File: config.mk
export PLATFORM = sky130hd
export DESIGN_NAME = asf_status_flags
export DESIGN_NICKNAME = d
export VERILOG_FILES = /design/src/rtl/asf_pkg.sv /design/src/rtl/asf_sync.sv /design/src/rtl/asf_status_flags.sv
export SDC_FILE = /design/constraint.sdc
export NUM_CORES = 1
export LEC_CHECK = 0
export ABC_AREA = 1
export BUFFER_PORTS_ARGS = -buffer_cell sky130_fd_sc_hd__buf_2
export CAP_MARGIN = 25
export CORE_MARGIN = 5
export CORE_UTILIZATION = 47
export DETAILED_ROUTE_END_ITERATION = 10
export HOLD_SLACK_MARGIN = 0.15
export PLACE_DENSITY = 0.69
export SLEW_MARGIN = 15
export SYNTH_ARGS = -nofsm -noshare
export SYNTH_HDL_FRONTEND = slang
export SYNTH_SLANG_ARGS = --single-unit
File: constraint.sdc
create_clock -name sys_clk -period 3.55 [get_ports sys_clk]
set_clock_uncertainty 0.1 [all_clocks]
set_input_delay 0.71 -clock sys_clk [delete_from_list [all_inputs] [get_ports sys_clk]]
set_output_delay 0.71 -clock sys_clk [all_outputs]
set_load 0.02 [all_outputs]
File: src/rtl/asf_pkg.sv
// Constants for the conversion status flag logic and its serial command port
package asf_pkg;
    localparam int          CMD_BITS        = 8;
    localparam int          ADDR_WIDTH      = 6;
    localparam int          STATUS_WIDTH    = 8;
    localparam int          RESULT_WIDTH    = 24;
    localparam int          CHANNEL_WIDTH   = 4;
    localparam int          SHIFT_WIDTH     = 32;
    localparam int          COUNT_WIDTH     = 6;
    localparam int          SYNC_STAGES     = 2;
    // Command byte fields
    localparam int          CMD_WEN_BIT     = 7;
    localparam int          CMD_RW_BIT      = 6;
    localparam int          CMD_ADDR_MSB    = 5;
    // Register addresses
    localparam logic [5:0]  ADDR_STATUS     = 6'h00;
    localparam logic [5:0]  ADDR_DATA       = 6'h04;
    // Status field positions and reset value
    localparam int          RDY_BIT         = 7;
    localparam int          RANGE_ERR_BIT   = 6;
    localparam int          CRC_ERR_BIT     = 5;
    localparam int          INTEG_ERR_BIT   = 4;
    localparam int          CHAN_MSB        = 3;
    localparam logic [7:0]  STATUS_RESET    = 8'h80;
    // Clamp values
    localparam logic [23:0] RESULT_OVER     = 24'hFFFFFF;
    localparam logic [23:0] RESULT_UNDER    = 24'h000000;
    // Transfer lengths in bits
    localparam logic [5:0]  LEN_STATUS      = 6'h08;
    localparam logic [5:0]  LEN_DATA        = 6'h18;
    localparam logic [5:0]  LEN_DATA_STAT   = 6'h20;
    localparam logic [5:0]  LEN_OTHER       = 6'h08;

    typedef enum logic [1:0] {
        ASF_CMD   = 2'b00,
        ASF_READ  = 2'b01,
        ASF_WRITE = 2'b10
    } asf_state_type;
endpackage

File: src/rtl/asf_sync.sv
// Two flip-flop synchroniser for pin inputs
`timescale 1ns/1ps
`default_nettype none
module asf_sync #(
    parameter int WIDTH = 1
) (
    input  wire logic             sys_clk,
    input  wire logic             rstn,
    input  wire logic [WIDTH-1:0] async_in,
    input  wire logic [WIDTH-1:0] reset_value,
    output logic      [WIDTH-1:0] sync_out
);
    logic [WIDTH-1:0] stage1;
    logic [WIDTH-1:0] stage2;

    // Reset value held constant by the caller; loaded after release only
    logic             started;

    always_ff @(posedge sys_clk or negedge rstn) begin
        if (!rstn) begin
            stage1  <= '0;
            stage2  <= '0;
            started <= 1'b0;
        end else begin
            started <= 1'b1;
            stage1  <= async_in;
            stage2  <= started ? stage1 : reset_value;
        end
    end

    // Idle level until the first edge, so no false select or edge follows reset
    assign sync_out = started ? stage2 : reset_value;
endmodule
`default_nettype wire

File: src/rtl/asf_status_flags.sv
// Conversion status register with its serial command port
// Function
// Status register is 8 bits at address 0x00, reset 0x80.
// With append enabled, status byte follows data on every data read.
// Chip select low and no read: ready flag drives serial-out pin.
// Ready flag goes low when a new result is written.
// In calibration modes ready goes low on calibration result write instead.
// Any data register read sets ready back to one.
// Range error flag on over/underrange; result clamped to ones or zeros.
// Range flag updates only on result write; clears once condition gone.
// Checksum error flag set by register write with failing check.
// Reading status register clears checksum error flag.
// Integrity flag set on register content mismatch while check enabled.
// Integrity flag cleared only by clearing the check enable.
// Bits 3:0 hold channel of result in data register.
// Host reads status by command byte 0x40 first.
// Status register is read-only; writes change nothing.
`timescale 1ns/1ps
`default_nettype none
module asf_status_flags #(
    parameter int RESULT_WIDTH  = asf_pkg::RESULT_WIDTH,
    parameter int CHANNEL_WIDTH = asf_pkg::CHANNEL_WIDTH
) (
    input  wire logic                     sys_clk,
    input  wire logic                     rstn,
    // Serial pins
    input  wire logic                     csN,
    input  wire logic                     sclk,
    input  wire logic                     din,
    output logic                          doutRdy,
    output logic                          doutRdyOe,
    // Conversion side
    input  wire logic                     resultWrite,
    input  wire logic [RESULT_WIDTH-1:0]  resultValue,
    input  wire logic [CHANNEL_WIDTH-1:0] resultChannel,
    input  wire logic                     overRange,
    input  wire logic                     underRange,
    input  wire logic                     calibMode,
    input  wire logic                     calibWrite,
    // Interface mode bits and integrity engine
    input  wire logic                     appendStatus,
    input  wire logic                     integrityEnable,
    input  wire logic                     integrityMismatch,
    input  wire logic                     writeCrcFail,
    // Observation
    output logic [7:0]                    conversionStatus,
    output logic [RESULT_WIDTH-1:0]       dataValue,
    output logic [5:0]                    targetRegisterSelect,
    output logic                          writeByteValid,
    output logic [7:0]                    writeByte
);
    // Pins synchronised; chip select rests high
    logic [2:0] pinSync;

    asf_sync #(
        .WIDTH(3)
    ) u_sync (
        .sys_clk    (sys_clk),
        .rstn       (rstn),
        .async_in   ({csN, sclk, din}),
        .reset_value(3'b110),
        .sync_out   (pinSync)
    );

    wire logic csSync   = pinSync[2];
    wire logic sclkSync = pinSync[1];
    wire logic dinSync  = pinSync[0];

    logic sclkPrev;
    wire logic sclkRise = sclkSync && !sclkPrev && !csSync;
    wire logic sclkFall = !sclkSync && sclkPrev && !csSync;

    asf_pkg::asf_state_type state;
    asf_pkg::asf_state_type next_state;

    logic [5:0]  bitCount;
    logic [5:0]  xferLen;
    logic [31:0] shifter;
    logic [7:0]  cmdShift;
    logic        readIsStatus;

    // Status fields
    logic                     rdyFlag;
    logic                     rangeErr;
    logic                     crcErr;
    logic                     integErr;
    logic [CHANNEL_WIDTH-1:0] chanTag;
    logic [RESULT_WIDTH-1:0]  dataReg;

    assign conversionStatus = {rdyFlag, rangeErr, crcErr, integErr, chanTag}; // see R1

    // Command decode
    wire logic [7:0] cmdByte   = {cmdShift[6:0], dinSync};
    wire logic       cmdDone   = (state == asf_pkg::ASF_CMD) && sclkRise
                                 && (bitCount == asf_pkg::LEN_STATUS - 6'h01);
    wire logic       cmdValid  = cmdDone && !cmdByte[asf_pkg::CMD_WEN_BIT];
    wire logic       cmdRead   = cmdValid && cmdByte[asf_pkg::CMD_RW_BIT];
    wire logic       cmdWrite  = cmdValid && !cmdByte[asf_pkg::CMD_RW_BIT];
    wire logic [5:0] cmdAddr   = cmdByte[asf_pkg::CMD_ADDR_MSB:0];
    wire logic       addrStat  = (cmdAddr == asf_pkg::ADDR_STATUS);
    wire logic       addrData  = (cmdAddr == asf_pkg::ADDR_DATA);

    wire logic       dataRead  = cmdRead && addrData;
    wire logic       lastBit   = sclkRise && (bitCount == xferLen - 6'h01);
    wire logic       readEnd   = (state == asf_pkg::ASF_READ) && lastBit;
    wire logic       writeEnd  = (state == asf_pkg::ASF_WRITE) && lastBit;
    wire logic       statusRdEnd = readEnd && readIsStatus;

    // Read load selection
    wire logic [5:0]  loadLen  = addrStat ? asf_pkg::LEN_STATUS
                               : addrData ? (appendStatus ? asf_pkg::LEN_DATA_STAT : asf_pkg::LEN_DATA)
                               : asf_pkg::LEN_OTHER;
    wire logic [31:0] loadWord = addrStat ? {conversionStatus, 24'h000000}
                               : addrData ? {dataReg, conversionStatus}
                               : 32'h00000000;

    // Result events
    wire logic rdyClear  = calibMode ? calibWrite : resultWrite; // see R4
    wire logic convWrite = resultWrite && !calibMode;

    wire logic [RESULT_WIDTH-1:0] clampedResult = overRange  ? asf_pkg::RESULT_OVER
                                                : underRange ? asf_pkg::RESULT_UNDER
                                                : resultValue;

    always_comb begin
        next_state = state;
        case (state)
            asf_pkg::ASF_CMD: begin
                if (cmdRead) begin
                    next_state = asf_pkg::ASF_READ;
                end else if (cmdWrite) begin
                    next_state = asf_pkg::ASF_WRITE;
                end
            end
            asf_pkg::ASF_READ: begin
                if (lastBit) begin
                    next_state = asf_pkg::ASF_CMD;
                end
            end
            asf_pkg::ASF_WRITE: begin
                if (lastBit) begin
                    next_state = asf_pkg::ASF_CMD;
                end
            end
            default: begin
                next_state = asf_pkg::ASF_CMD;
            end
        endcase
        if (csSync) begin
            next_state = asf_pkg::ASF_CMD;
        end
    end

    always_ff @(posedge sys_clk or negedge rstn) begin
        if (!rstn) begin
            state    <= asf_pkg::ASF_CMD;
            sclkPrev <= 1'b1;
        end else begin
            state    <= next_state;
            sclkPrev <= sclkSync;
        end
    end

    // Bit counter restarts on every phase change and on deselect
    always_ff @(posedge sys_clk or negedge rstn) begin
        if (!rstn) begin
            bitCount <= 6'h00;
        end else if (csSync || cmdDone || lastBit) begin
            bitCount <= 6'h00;
        end else if (sclkRise) begin
            bitCount <= bitCount + 6'h01;
        end
    end

    always_ff @(posedge sys_clk or negedge rstn) begin
        if (!rstn) begin
            cmdShift <= 8'h00;
        end else if (sclkRise) begin
            cmdShift <= cmdByte;
        end
    end

    // Outgoing shifter: loaded at the command's last edge, advanced on falling edges
    always_ff @(posedge sys_clk or negedge rstn) begin
        if (!rstn) begin
            shifter      <= 32'h00000000;
            xferLen      <= asf_pkg::LEN_OTHER;
            readIsStatus <= 1'b0;
        end else if (cmdRead) begin
            shifter      <= loadWord;
            xferLen      <= loadLen;
            readIsStatus <= addrStat;
        end else if (cmdWrite) begin
            xferLen      <= asf_pkg::LEN_OTHER;
            readIsStatus <= 1'b0;
        end else if (sclkFall && state == asf_pkg::ASF_READ) begin
            shifter <= {shifter[30:0], 1'b0};
        end
    end

    // Written bytes are passed out; status ignores them
    always_ff @(posedge sys_clk or negedge rstn) begin
        if (!rstn) begin
            targetRegisterSelect <= 6'h00;
            writeByteValid       <= 1'b0;
            writeByte            <= 8'h00;
        end else begin
            if (cmdValid) begin
                targetRegisterSelect <= cmdAddr;
            end
            writeByteValid <= writeEnd && (targetRegisterSelect != asf_pkg::ADDR_STATUS);
            if (writeEnd) begin
                writeByte <= cmdByte;
            end
        end
    end

    // Ready flag: new result outranks a simultaneous data read
    always_ff @(posedge sys_clk or negedge rstn) begin
        if (!rstn) begin
            rdyFlag <= asf_pkg::STATUS_RESET[asf_pkg::RDY_BIT];
        end else if (rdyClear) begin
            rdyFlag <= 1'b0; // see R4
        end else if (dataRead) begin
            rdyFlag <= 1'b1;
        end
    end

    // Range flag, tag and data move only with a conversion result
    always_ff @(posedge sys_clk or negedge rstn) begin
        if (!rstn) begin
            rangeErr <= asf_pkg::STATUS_RESET[asf_pkg::RANGE_ERR_BIT];
            chanTag  <= '0;
            dataReg  <= '0;
        end else if (convWrite) begin
            rangeErr <= overRange || underRange; // see R7
            chanTag  <= resultChannel;
            dataReg  <= clampedResult;
        end
    end

    // Checksum flag: a failing write in the clearing cycle still sets it
    always_ff @(posedge sys_clk or negedge rstn) begin
        if (!rstn) begin
            crcErr <= asf_pkg::STATUS_RESET[asf_pkg::CRC_ERR_BIT];
        end else if (writeCrcFail) begin
            crcErr <= 1'b1;
        end else if (statusRdEnd) begin
            crcErr <= 1'b0;
        end
    end

    always_ff @(posedge sys_clk or negedge rstn) begin
        if (!rstn) begin
            integErr <= asf_pkg::STATUS_RESET[asf_pkg::INTEG_ERR_BIT];
        end else if (!integrityEnable) begin
            integErr <= 1'b0;
        end else if (integrityMismatch) begin
            integErr <= 1'b1;
        end
    end

    // Pin drive from flops; enable follows synchronised select
    always_ff @(posedge sys_clk or negedge rstn) begin
        if (!rstn) begin
            doutRdy   <= 1'b1;
            doutRdyOe <= 1'b0;
        end else begin
            doutRdyOe <= !csSync;
            if (next_state == asf_pkg::ASF_READ) begin
                doutRdy <= cmdRead ? loadWord[31]
                         : (sclkFall ? shifter[31] : doutRdy);
            end else begin
                doutRdy <= rdyClear ? 1'b0 : (dataRead ? 1'b1 : rdyFlag);
            end
        end
    end

    assign dataValue = dataReg;
endmodule
`default_nettype wire

### Word level (Yosys, flattened, before mapping)

Index checks and enable logic that the tools add are counted.

| word-level totals | value |
|---|---|
| register bits | 111 |
| bits in latches | 0 |
| bits in writable memories | 0 |
| memory bits (read-only) | 0 |
| output and inout port bits | 49 |
| word-level logic and storage cells | 100 |
| memories | 0 |

| cells by class | value |
|---|---|
| add/subtract/negate cells | 2 |
| multiply operators | 0 |
| div/mod/pow operators | 0 |
| magnitude comparators | 0 |
| eq/ne operators | 9 |
| shift-type cells | 0 |
| muxes and demuxes | 33 |
| bitwise logic cells | 0 |
| reductions and logical operators | 35 |

Operators with widths:

| operator | count |
|---|---|
| $mux W32 | 5 |
| $mux W24 | 2 |
| $mux W6 | 7 |
| $logic_and A1 B1 Y1 | 17 |
| $eq A6 B3 Y1 const B | 2 |
| $mux W1 | 12 |
| $mux W2 | 4 |
| $reduce_bool A2 Y1 | 4 |
| $add A6 B1 Y6 const B | 1 |
| $eq A6 B6 Y1 | 1 |
| $logic_not A1 Y1 | 6 |
| $logic_not A6 Y1 | 1 |
| $mux W3 | 2 |
| $reduce_bool A6 Y1 | 1 |
| $sub A6 B1 Y6 const B | 1 |
| $eq A2 B1 Y1 const B | 2 |
| $pmux W2 S2 | 1 |
| $logic_or A1 B1 Y1 | 3 |
| $ne A3 B3 Y1 const B | 1 |
| $eq A2 B2 Y1 const B | 1 |
| $logic_not A2 Y1 | 1 |
| $ne A2 B1 Y1 const B | 1 |
| $ne A2 B2 Y1 const B | 1 |
| $reduce_and A2 Y1 | 1 |
| $reduce_or A2 Y1 | 1 |

### Longest topological paths before layout

Gate-level depths: netlist of run 1.

| depth | value |
|---|---|
| depth in word-level cells | 13 |
| gate-level depth with buffers | 12 |
| gate-level depth less buffers | 12 |

### Cells and area by module

From an unflattened synthesis of run 1, not the netlist that was laid out.

| second synthesis, totals | value |
|---|---|
| cells, all modules | 573 |
| area total of the unflattened synthesis | 5072.4 um^2 |

By module, submodules not included:

| module | instances | cells an instance | area an instance (um^2) | seq. area each (um^2) |
|---|---|---|---|---|
| asf_status_flags | 1 | 549 | 4833.4 | 2532.4 |
| asf_sync | 1 | 24 | 239.0 | 175.2 |

### Worst setup path after synthesis of run 1

No wires, ideal clock.

| timing | value |
|---|---|
| kind | input to register |
| start | in resultWrite |
| end | reg dataReg[13] (netlist: dataValue[13]) |
| setup time | 0.139 ns |
| data arrival time | 1.667 ns |
| path slack | 1.644 ns |
| cell stages on the path | 5 |
| path buffers | 2 |
| cell sequence | clkbuf_1 nand2_1 nor2_1 buf_2 a22oi_1 |

| between the ends | value |
|---|---|
| word-level cells in the longest chain between the ends | 1 |

RTL lines:

| what | RTL line | RTL |
|---|---|---|
| from (decl) | asf_status_flags.sv:33 | `input wire logic resultWrite,` |
| $logic_and A1 B1 Y1 | asf_status_flags.sv:119 | `wire logic convWrite = resultWrite && !calibMode;` |
| to (signal assigned) | asf_status_flags.sv:238 | `dataReg <= clampedResult;` |
| to (decl) | asf_status_flags.sv:88 | `logic [RESULT_WIDTH-1:0] dataReg;` |

Every way passes these cells.
A chain may end at the register's enable or synchronous reset.

### Worst setup path after layout of run 1

| timing | value |
|---|---|
| start | reg state[1] |
| end | reg shifter[3] |

| between the ends | value |
|---|---|
| word-level cells in the longest chain between the ends | 7 |
| elaborated cells on any way between the ends | 12 |

RTL lines:

| what | RTL line | RTL |
|---|---|---|
| from (decl) | asf_status_flags.sv:73 | `asf_pkg::asf_state_type state;` |
| from (signal assigned) | asf_status_flags.sv:156 | `state <= asf_pkg::ASF_CMD;` |
| from (signal assigned) | asf_status_flags.sv:159 | `state <= next_state;` |
| $logic_not A2 Y1 | asf_status_flags.sv:94 | `wire logic cmdDone = (state == asf_pkg::ASF_CMD) && sclkRise` |
| $logic_and A1 B1 Y1 | asf_status_flags.sv:94 |  |
| $logic_and A1 B1 Y1 | asf_status_flags.sv:95 | `&& (bitCount == asf_pkg::LEN_STATUS - 6'h01);` |
| $logic_and A1 B1 Y1 | asf_status_flags.sv:96 | `wire logic cmdValid = cmdDone && !cmdByte[asf_pkg::CMD_WEN_BIT];` |
| $logic_and A1 B1 Y1 (on tied branches) | asf_status_flags.sv:97, asf_status_flags.sv:98 |  |
| $ne A2 B2 Y1 (no line) or $reduce_bool A2 Y1 (tied branches) | -- |  |
| $reduce_and A2 Y1 (no line) | -- |  |
| to (signal assigned) | asf_status_flags.sv:190 | `shifter <= loadWord;` |
| to (signal assigned) | asf_status_flags.sv:197 | `shifter <= {shifter[30:0], 1'b0};` |
| to (decl) | asf_status_flags.sv:78 | `logic [31:0] shifter;` |

Several ways; a longest one is shown, not always the timed one.

==> results.sh, run 1 <==
export IMPL_finalCritPeriodShare=0.7056
export IMPL_cp_slowest_cell="nor2_2"
export IMPL_synth_top_family_by_area="simple AND/OR/NAND/NOR gates"
export IMPL_path_cells="inv_1, ha_1, inv_1, nor3_1, nand4_1, nor2_2, nand3_1, a21oi_1"
export IMPL_finalMaxSlewViolations=0
export IMPL_power_leakage_uw=0.002766
export IMPL_grt_max_degree=73
export IMPL_ios=91
export IMPL_arrival_ns=2.70
export IMPL_postCtsSetupBuffers=0
export IMPL_synth_compound_area_frac=0.1490
export IMPL_use_met3=0.03127
export IMPL_met1_usage=0.2844
export IMPL_post_drt_wl_per_cell_um=15.44
export IMPL_dr_pass1_iters=5
export IMPL_synth_fa_ha_area_frac=0.01526
export IMPL_synth_top_area_frac=0.5290
export IMPL_cts_clk_slew_worst_paths_ns=0.10
export IMPL_start_kind="flop"
export IMPL_vias_per_cell=5.282
export IMPL_tritoncts="yes"
export IMPL_power_density_nw_per_um2=426.9
export IMPL_final_layout_size_suffix_gt1_frac=0.2123
export IMPL_cp_num_buf_inv=2
export IMPL_period_needed_ns=2.505
export IMPL_root_buffer="clkbuf_8"
export IMPL_initial_core_util=0.4787
export IMPL_rows=37
export IMPL_yosys_warnings=0
export IMPL_slew_headroom=0.4618
export IMPL_die_h_um=112.3
export IMPL_synth_cell_types=40
export IMPL_synth_area_leaders="dfrtp_1, nand2_1, a21oi_1"
export IMPL_worst_pin_slew_ns=0.8065
export IMPL_clock_sinks=108
export IMPL_synth_most_common_cell="nand2_1"
export IMPL_die_area_um2=12610
export IMPL_drc_errors=0
export IMPL_clockBufferDepth=2
export IMPL_synth_edf_count=0
export IMPL_ys_ff_latch=108
export IMPL_synthCells=554
export IMPL_clock_latency_ns=0.37
export IMPL_finalSetupTns_ns=0
export IMPL_seq_area_frac_synth=0.5504
export IMPL_cp_required_ns=3.74
export IMPL_cap_violations=0
export IMPL_syn_avg_cell_area_um2=8.880
export IMPL_layout_cells_non_filler=772
export IMPL_synth_area_leader_cell="dfrtp_1"
export IMPL_placedCellCount=756
export IMPL_setup_viol=0
export IMPL_hold_viol=0
export IMPL_end_kind="flop"
export IMPL_htreeDepth=3
export IMPL_io_buffer_count=90
export IMPL_antenna_cells=0
export IMPL_synthXorXnorAreaFrac=0.007121
export IMPL_grt_remaining_overflow=0
export IMPL_area_growth_pct=14.88
export IMPL_dp_hpwl_um=8366
export IMPL_synthArstFlopShare=1.000
export IMPL_antenna_found_initial=0
export IMPL_synth_mux_area_frac=0.01144
export IMPL_syn_area_um2=4920
export IMPL_critPathMaxStageDelay_ns=0.65
export IMPL_cts_buffers_inserted=9
export IMPL_grt_setup_unrepaired="false"
export IMPL_drt_iter0_markers=257
export IMPL_cp_top_family="simple AND/OR/NAND/NOR gates"
export IMPL_synth_common_cells="nand2_1, dfrtp_1, a21oi_1"
export IMPL_wl_um=11920
export IMPL_fmaxAchievable_ghz=0.3992
export IMPL_worst_setup_path_type="reg2reg"
export IMPL_met2_usage=0.2908
export IMPL_cpMostUsedCell="inv_1"
export IMPL_grt_pass1_wl_um=19880
export IMPL_die_w_um=112.3
export IMPL_syn_nets=602
export IMPL_dpl_cell_area_um2=5434
export IMPL_cts_resized=0
export IMPL_ant_nets=0
export IMPL_min_path_type="in2async"
export IMPL_post_route_cell_area_um2=5652
export IMPL_nets=679
export IMPL_gp_congestion=0.8865
export IMPL_cp_max_fo=21
export IMPL_busiest_layer="met2"
export IMPL_synth_main_ff_cell="dfrtp_1"
export IMPL_core_um2=10280
export IMPL_holdWs_ns=0.1933
export IMPL_peakVddDrop_v=0.0002834
export IMPL_globalRouteTotalUtil=0.1943
export IMPL_yosys_area_share_simple=0.1979
export IMPL_cts_hold_buf=0
export IMPL_first_global_vias=3924
export IMPL_vias=4078
export IMPL_outcome="completed"
==> kinds of logic (layout without fill, tap and decap cells) <==
kind of cell / Yosys count / in the layout
simple gates: 222 / 222
compound gates: 132 / 132
flops: 108 / 108
buf+inv: 76 / 158
fa+ha+maj: 6 / 6
mux: 5 / 5
xor+xnor: 4 / 4
other cells: 1 / 1
==> layer usage <==
metal / part of all wire / up-vias
met5: 0 / -
met4: 0.018 / 0
met3: 0.045 / 15
met2: 0.47 / 124
met1: 0.47 / 1963
li1: - / 1976
==> state kept, by name, indices dropped and copies added, names as in the netlist, 4 cells and up <==
register	cells
shifter	32
dataValue	24
writeByte	8
cmdShift	7
bitCount	6
targetRegisterSelect	6
chanTag	4
==> cell usage in the layout, fill, tap and decap left out, types with 3 or more instances in the layout <==
master | Yosys | final
nor2_1 | 41 | 41
o21ai_0 | 48 | 48
buf_4 | 8 | 5
nand3_1 | 32 | 32
dfrtp_1 | 104 | 104
dfstp_2 | 4 | 4
inv_1 | 43 | 43
nor3_1 | 4 | 4
xor2_1 | 3 | 3
nand4_1 | 3 | 3
nand2_1 | 125 | 125
a31oi_1 | 6 | 6
o21ai_1 | 3 | 3
a22oi_1 | 11 | 11
a21oi_1 | 49 | 49
nor2_2 | 4 | 4
mux2_2 | 5 | 5
o31ai_1 | 8 | 8
clkbuf_8 | 0 | 10
buf_2 | 4 | 89
nor2_4 | 3 | 3
ha_1 | 6 | 6
==> metrics by stage <==
step | setup slack (ns) | util | total power, uW
3_5_place_dp | 1.081 | 0.5287 | 1609
3_3_place_gp | 1.197 | 0.5287 | 1605
5_1_grt | 0.7614 | 0.5499 | 2509
2_1_floorplan | 1.644 | - | 1476
6_report | 1.045 | 0.5499 | 2413
4_1_cts | 1.057 | 0.5499 | 2434
==> power breakdown <==
part | switching (uW) | total, uW | internal, uW
sequential | 46.5 | 1330 | 1280
clock | 413 | 829 | 417
combinational | 174 | 258 | 84.0
total | 633 | 2410 | 1780
==> worst paths after layout <==
| kind | depth (start not counted) | startpoint | slack (ns) | endpoint |
|---|---|---|---|---|
| worst max-delay path | 8 | state[1] | 1.05 | shifter[3] |
| worst min-delay path | 1 | rstn | 0.19 | targetRegisterSelect[4] |
| worst max register to register | 8 | state[1] | 1.05 | shifter[3] |
| worst min register to register | 1 | u_sync.stage1[2] | 0.34 | u_sync.stage2[2] |
| max in group asynchronous | 2 | rstn | 2.38 | xferLen[3] |
| min in group sys_clk | 1 | u_sync.stage1[2] | 0.34 | u_sync.stage2[2] |
==> layout make-up <==
cell class              count  area, um2
inverters                  47      176.4
multi-input cells         370       1877
flip-flops and latches    108       2708
fillers                  1002       4626
well taps                 136      170.2
repair buffers             95      503.0
clock buffers              12      145.1
clock inverters             4      72.57
Power figures use the tool's default switching activity.
==> inputs of run 2 (changes only) <==
Settings changed: PLACE_DENSITY 0.69 to 0.72.
Clock period 3.55 ns to 2 ns, I/O delays scaled along.
==> run 2 against run 1 <==
The run now ends with negative setup slack left. Die area did not move. Combinational power rose by 93%. Maximum frequency rose by 24%. Critical endpoint is now shifter[31].
==> results.sh, run 2 (synthesized netlist as in run 1, its figures left out) <==
export IMPL_setup_viol=6
export IMPL_vias=4485
export IMPL_period_needed_ns=2.020
export IMPL_seq_area_um2=2708
export IMPL_min_to="dataValue[16]"
export IMPL_area_growth_pct=29.98
export IMPL_min_path_type="in2reg"
export IMPL_final_layout_size_suffix_gt1_frac=0.2872
export IMPL_slew_headroom=0.6612
export IMPL_critPathMaxStageDelay_ns=0.41
export IMPL_path_cells="inv_2, ha_4, inv_2, buf_4, nor2_4, nand4_4, nand2_4, mux2_2"
export IMPL_grt_max_degree=57
export IMPL_root_buffer="clkbuf_8"
export IMPL_first_global_vias=4233
export IMPL_cts_buffers_inserted=9
export IMPL_largest_reg_flops=32
export IMPL_clockBufferDepth=2
export IMPL_timing_final_ws_setup_ns=-0.01993
export IMPL_grt_remaining_overflow=0
export IMPL_antenna_cells=0
export IMPL_globalRouteTotalUtil=0.2017
export IMPL_multi_input_area_um2=2044
export IMPL_hold_depth=3
export IMPL_clock_latency_ns=0.38
export IMPL_finalSetupTns_ns=-0.08859
export IMPL_cp_max_fo=5
export IMPL_die_w_um=112.3
export IMPL_io_buffer_count=90
export IMPL_hold_viol=0
export IMPL_worst_pin_slew_ns=0.5029
export IMPL_core_um2=10280
export IMPL_power_leakage_uw=0.003089
export IMPL_rows=37
export IMPL_violations="negative setup slack"
export IMPL_dr_pass1_iters=5
export IMPL_peakVddDrop_v=0.0004242
export IMPL_ant_nets=0
export IMPL_nets=736
export IMPL_drt_iter0_markers=350
export IMPL_vias_per_cell=5.410
export IMPL_largest_register="shifter"
export IMPL_final_cell_mix="nand2_1, dfrtp_1, buf_2"
export IMPL_cap_violations=0
export IMPL_grt_setup_unrepaired="true"
export IMPL_cts_clk_slew_worst_paths_ns=0.10
export IMPL_dp_hpwl_um=8959
export IMPL_holdWs_ns=0.1607
export IMPL_ios=91
export IMPL_initial_core_util=0.4787
export IMPL_die_h_um=112.3
export IMPL_layout_commonest_cell="nand2_1"
export IMPL_r2r_cells=8
export IMPL_start_kind="flop"
export IMPL_end_kind="flop"
export IMPL_cp_slowest_cell="dfrtp_1"
export IMPL_clock_sinks=108
export IMPL_fmaxAchievable_ghz=0.4951
export IMPL_htreeDepth=3
export IMPL_grt_pass1_wl_um=20860
export IMPL_post_route_cell_area_um2=6395
export IMPL_outcome="complete, but fails checks"
export IMPL_tritoncts="yes"
export IMPL_finalCritPeriodShare=1.010
export IMPL_gp_congestion=0.8154
export IMPL_timing_rr_start="state[1]"
export IMPL_finalMaxSlewViolations=0
export IMPL_cp_required_ns=2.17
export IMPL_worst_setup_path_type="reg2reg"
export IMPL_post_drt_wl_per_cell_um=16.56
export IMPL_cpMostUsedCell="inv_2"
export IMPL_dp_slack_ns=-0.05094
export IMPL_antenna_found_initial=0
export IMPL_arrival_ns=2.19
export IMPL_hp_start="resultValue[16]"
export IMPL_power_density_nw_per_um2=672.3
export IMPL_die_area_um2=12610
export IMPL_wl_um=13730
export IMPL_rrSetupSlack_ns=-0.02
export IMPL_fillCellCount=849
export IMPL_dpl_cell_area_um2=5652
export IMPL_drc_errors=0
export IMPL_reg2reg_to="shifter[31]"
==> run 2: critical path, delay by kind of cell (launching register included) <==
family | cells | cell delay [ns]
AND/OR/NAND/NOR | 3 | 0.63
flip-flops | 1 | 0.41
multiplexers | 1 | 0.35
buffers and inverters | 3 | 0.27
adder cells (fa/ha/maj) | 1 | 0.15
==> run 2: worst max path at each step <==
stage                   endpoint  slack (ns)       start  cells past startpoint
global placement    writeByte[7]        0.02  xferLen[3]                      6
CTS                      doutRdy      0.0008  xferLen[3]                     11
floorplan           writeByte[6]        0.17  xferLen[3]                      8
global route             doutRdy       -0.11    state[0]                     11
detailed placement  writeByte[3]       -0.05  xferLen[3]                      6
finish               shifter[31]       -0.02    state[1]                      8
==> run 2: metrics by stage <==
step	utilization	total power [uW]	instances
after floorplan	-	2620	554
after global placement	0.5499	2864	780
after detailed placement	0.5499	2871	780
after CTS	0.5846	4319	809
after global routing	0.6222	4467	829
final	0.6222	4299	829
==> run 2: where the power goes <==
group | switching, uW | total, uW | internal, uW
clock | 739 | 1450 | 708
sequential | 82.4 | 2350 | 2270
combinational | 319 | 499 | 181
total | 1140 | 4300 | 3160
==> run 2: layout make-up <==
cell class / count / area share
Sequential cell: 108 / 0.4234
Multi-Input combinational cell: 371 / 0.3197
Timing Repair Buffer: 151 / 0.1698
Inverter: 47 / 0.02759
Tap cell: 136 / 0.02661
Clock buffer: 12 / 0.02113
Clock inverter: 4 / 0.01174
==> run 2: routing by layer <==
metal | global-route usage | share of wire | vias up
li1 | - | - | 2100
met3 | 0.02857 | 0.050 | 25
met2 | 0.3186 | 0.50 | 158
met1 | 0.2877 | 0.42 | 2202
met5 | 0 | 0 | -
met4 | 0.06811 | 0.023 | 0
==> run 2: repair_timing <==
item,4_1_cts,5_1_grt
setup buffers,0,15
endpoints found under the setup margin,10,41
pin swaps,0,14
gates resized for setup,3,45
hold buffers,13,0
cloned,0,5
hold endpoints to repair,40,0
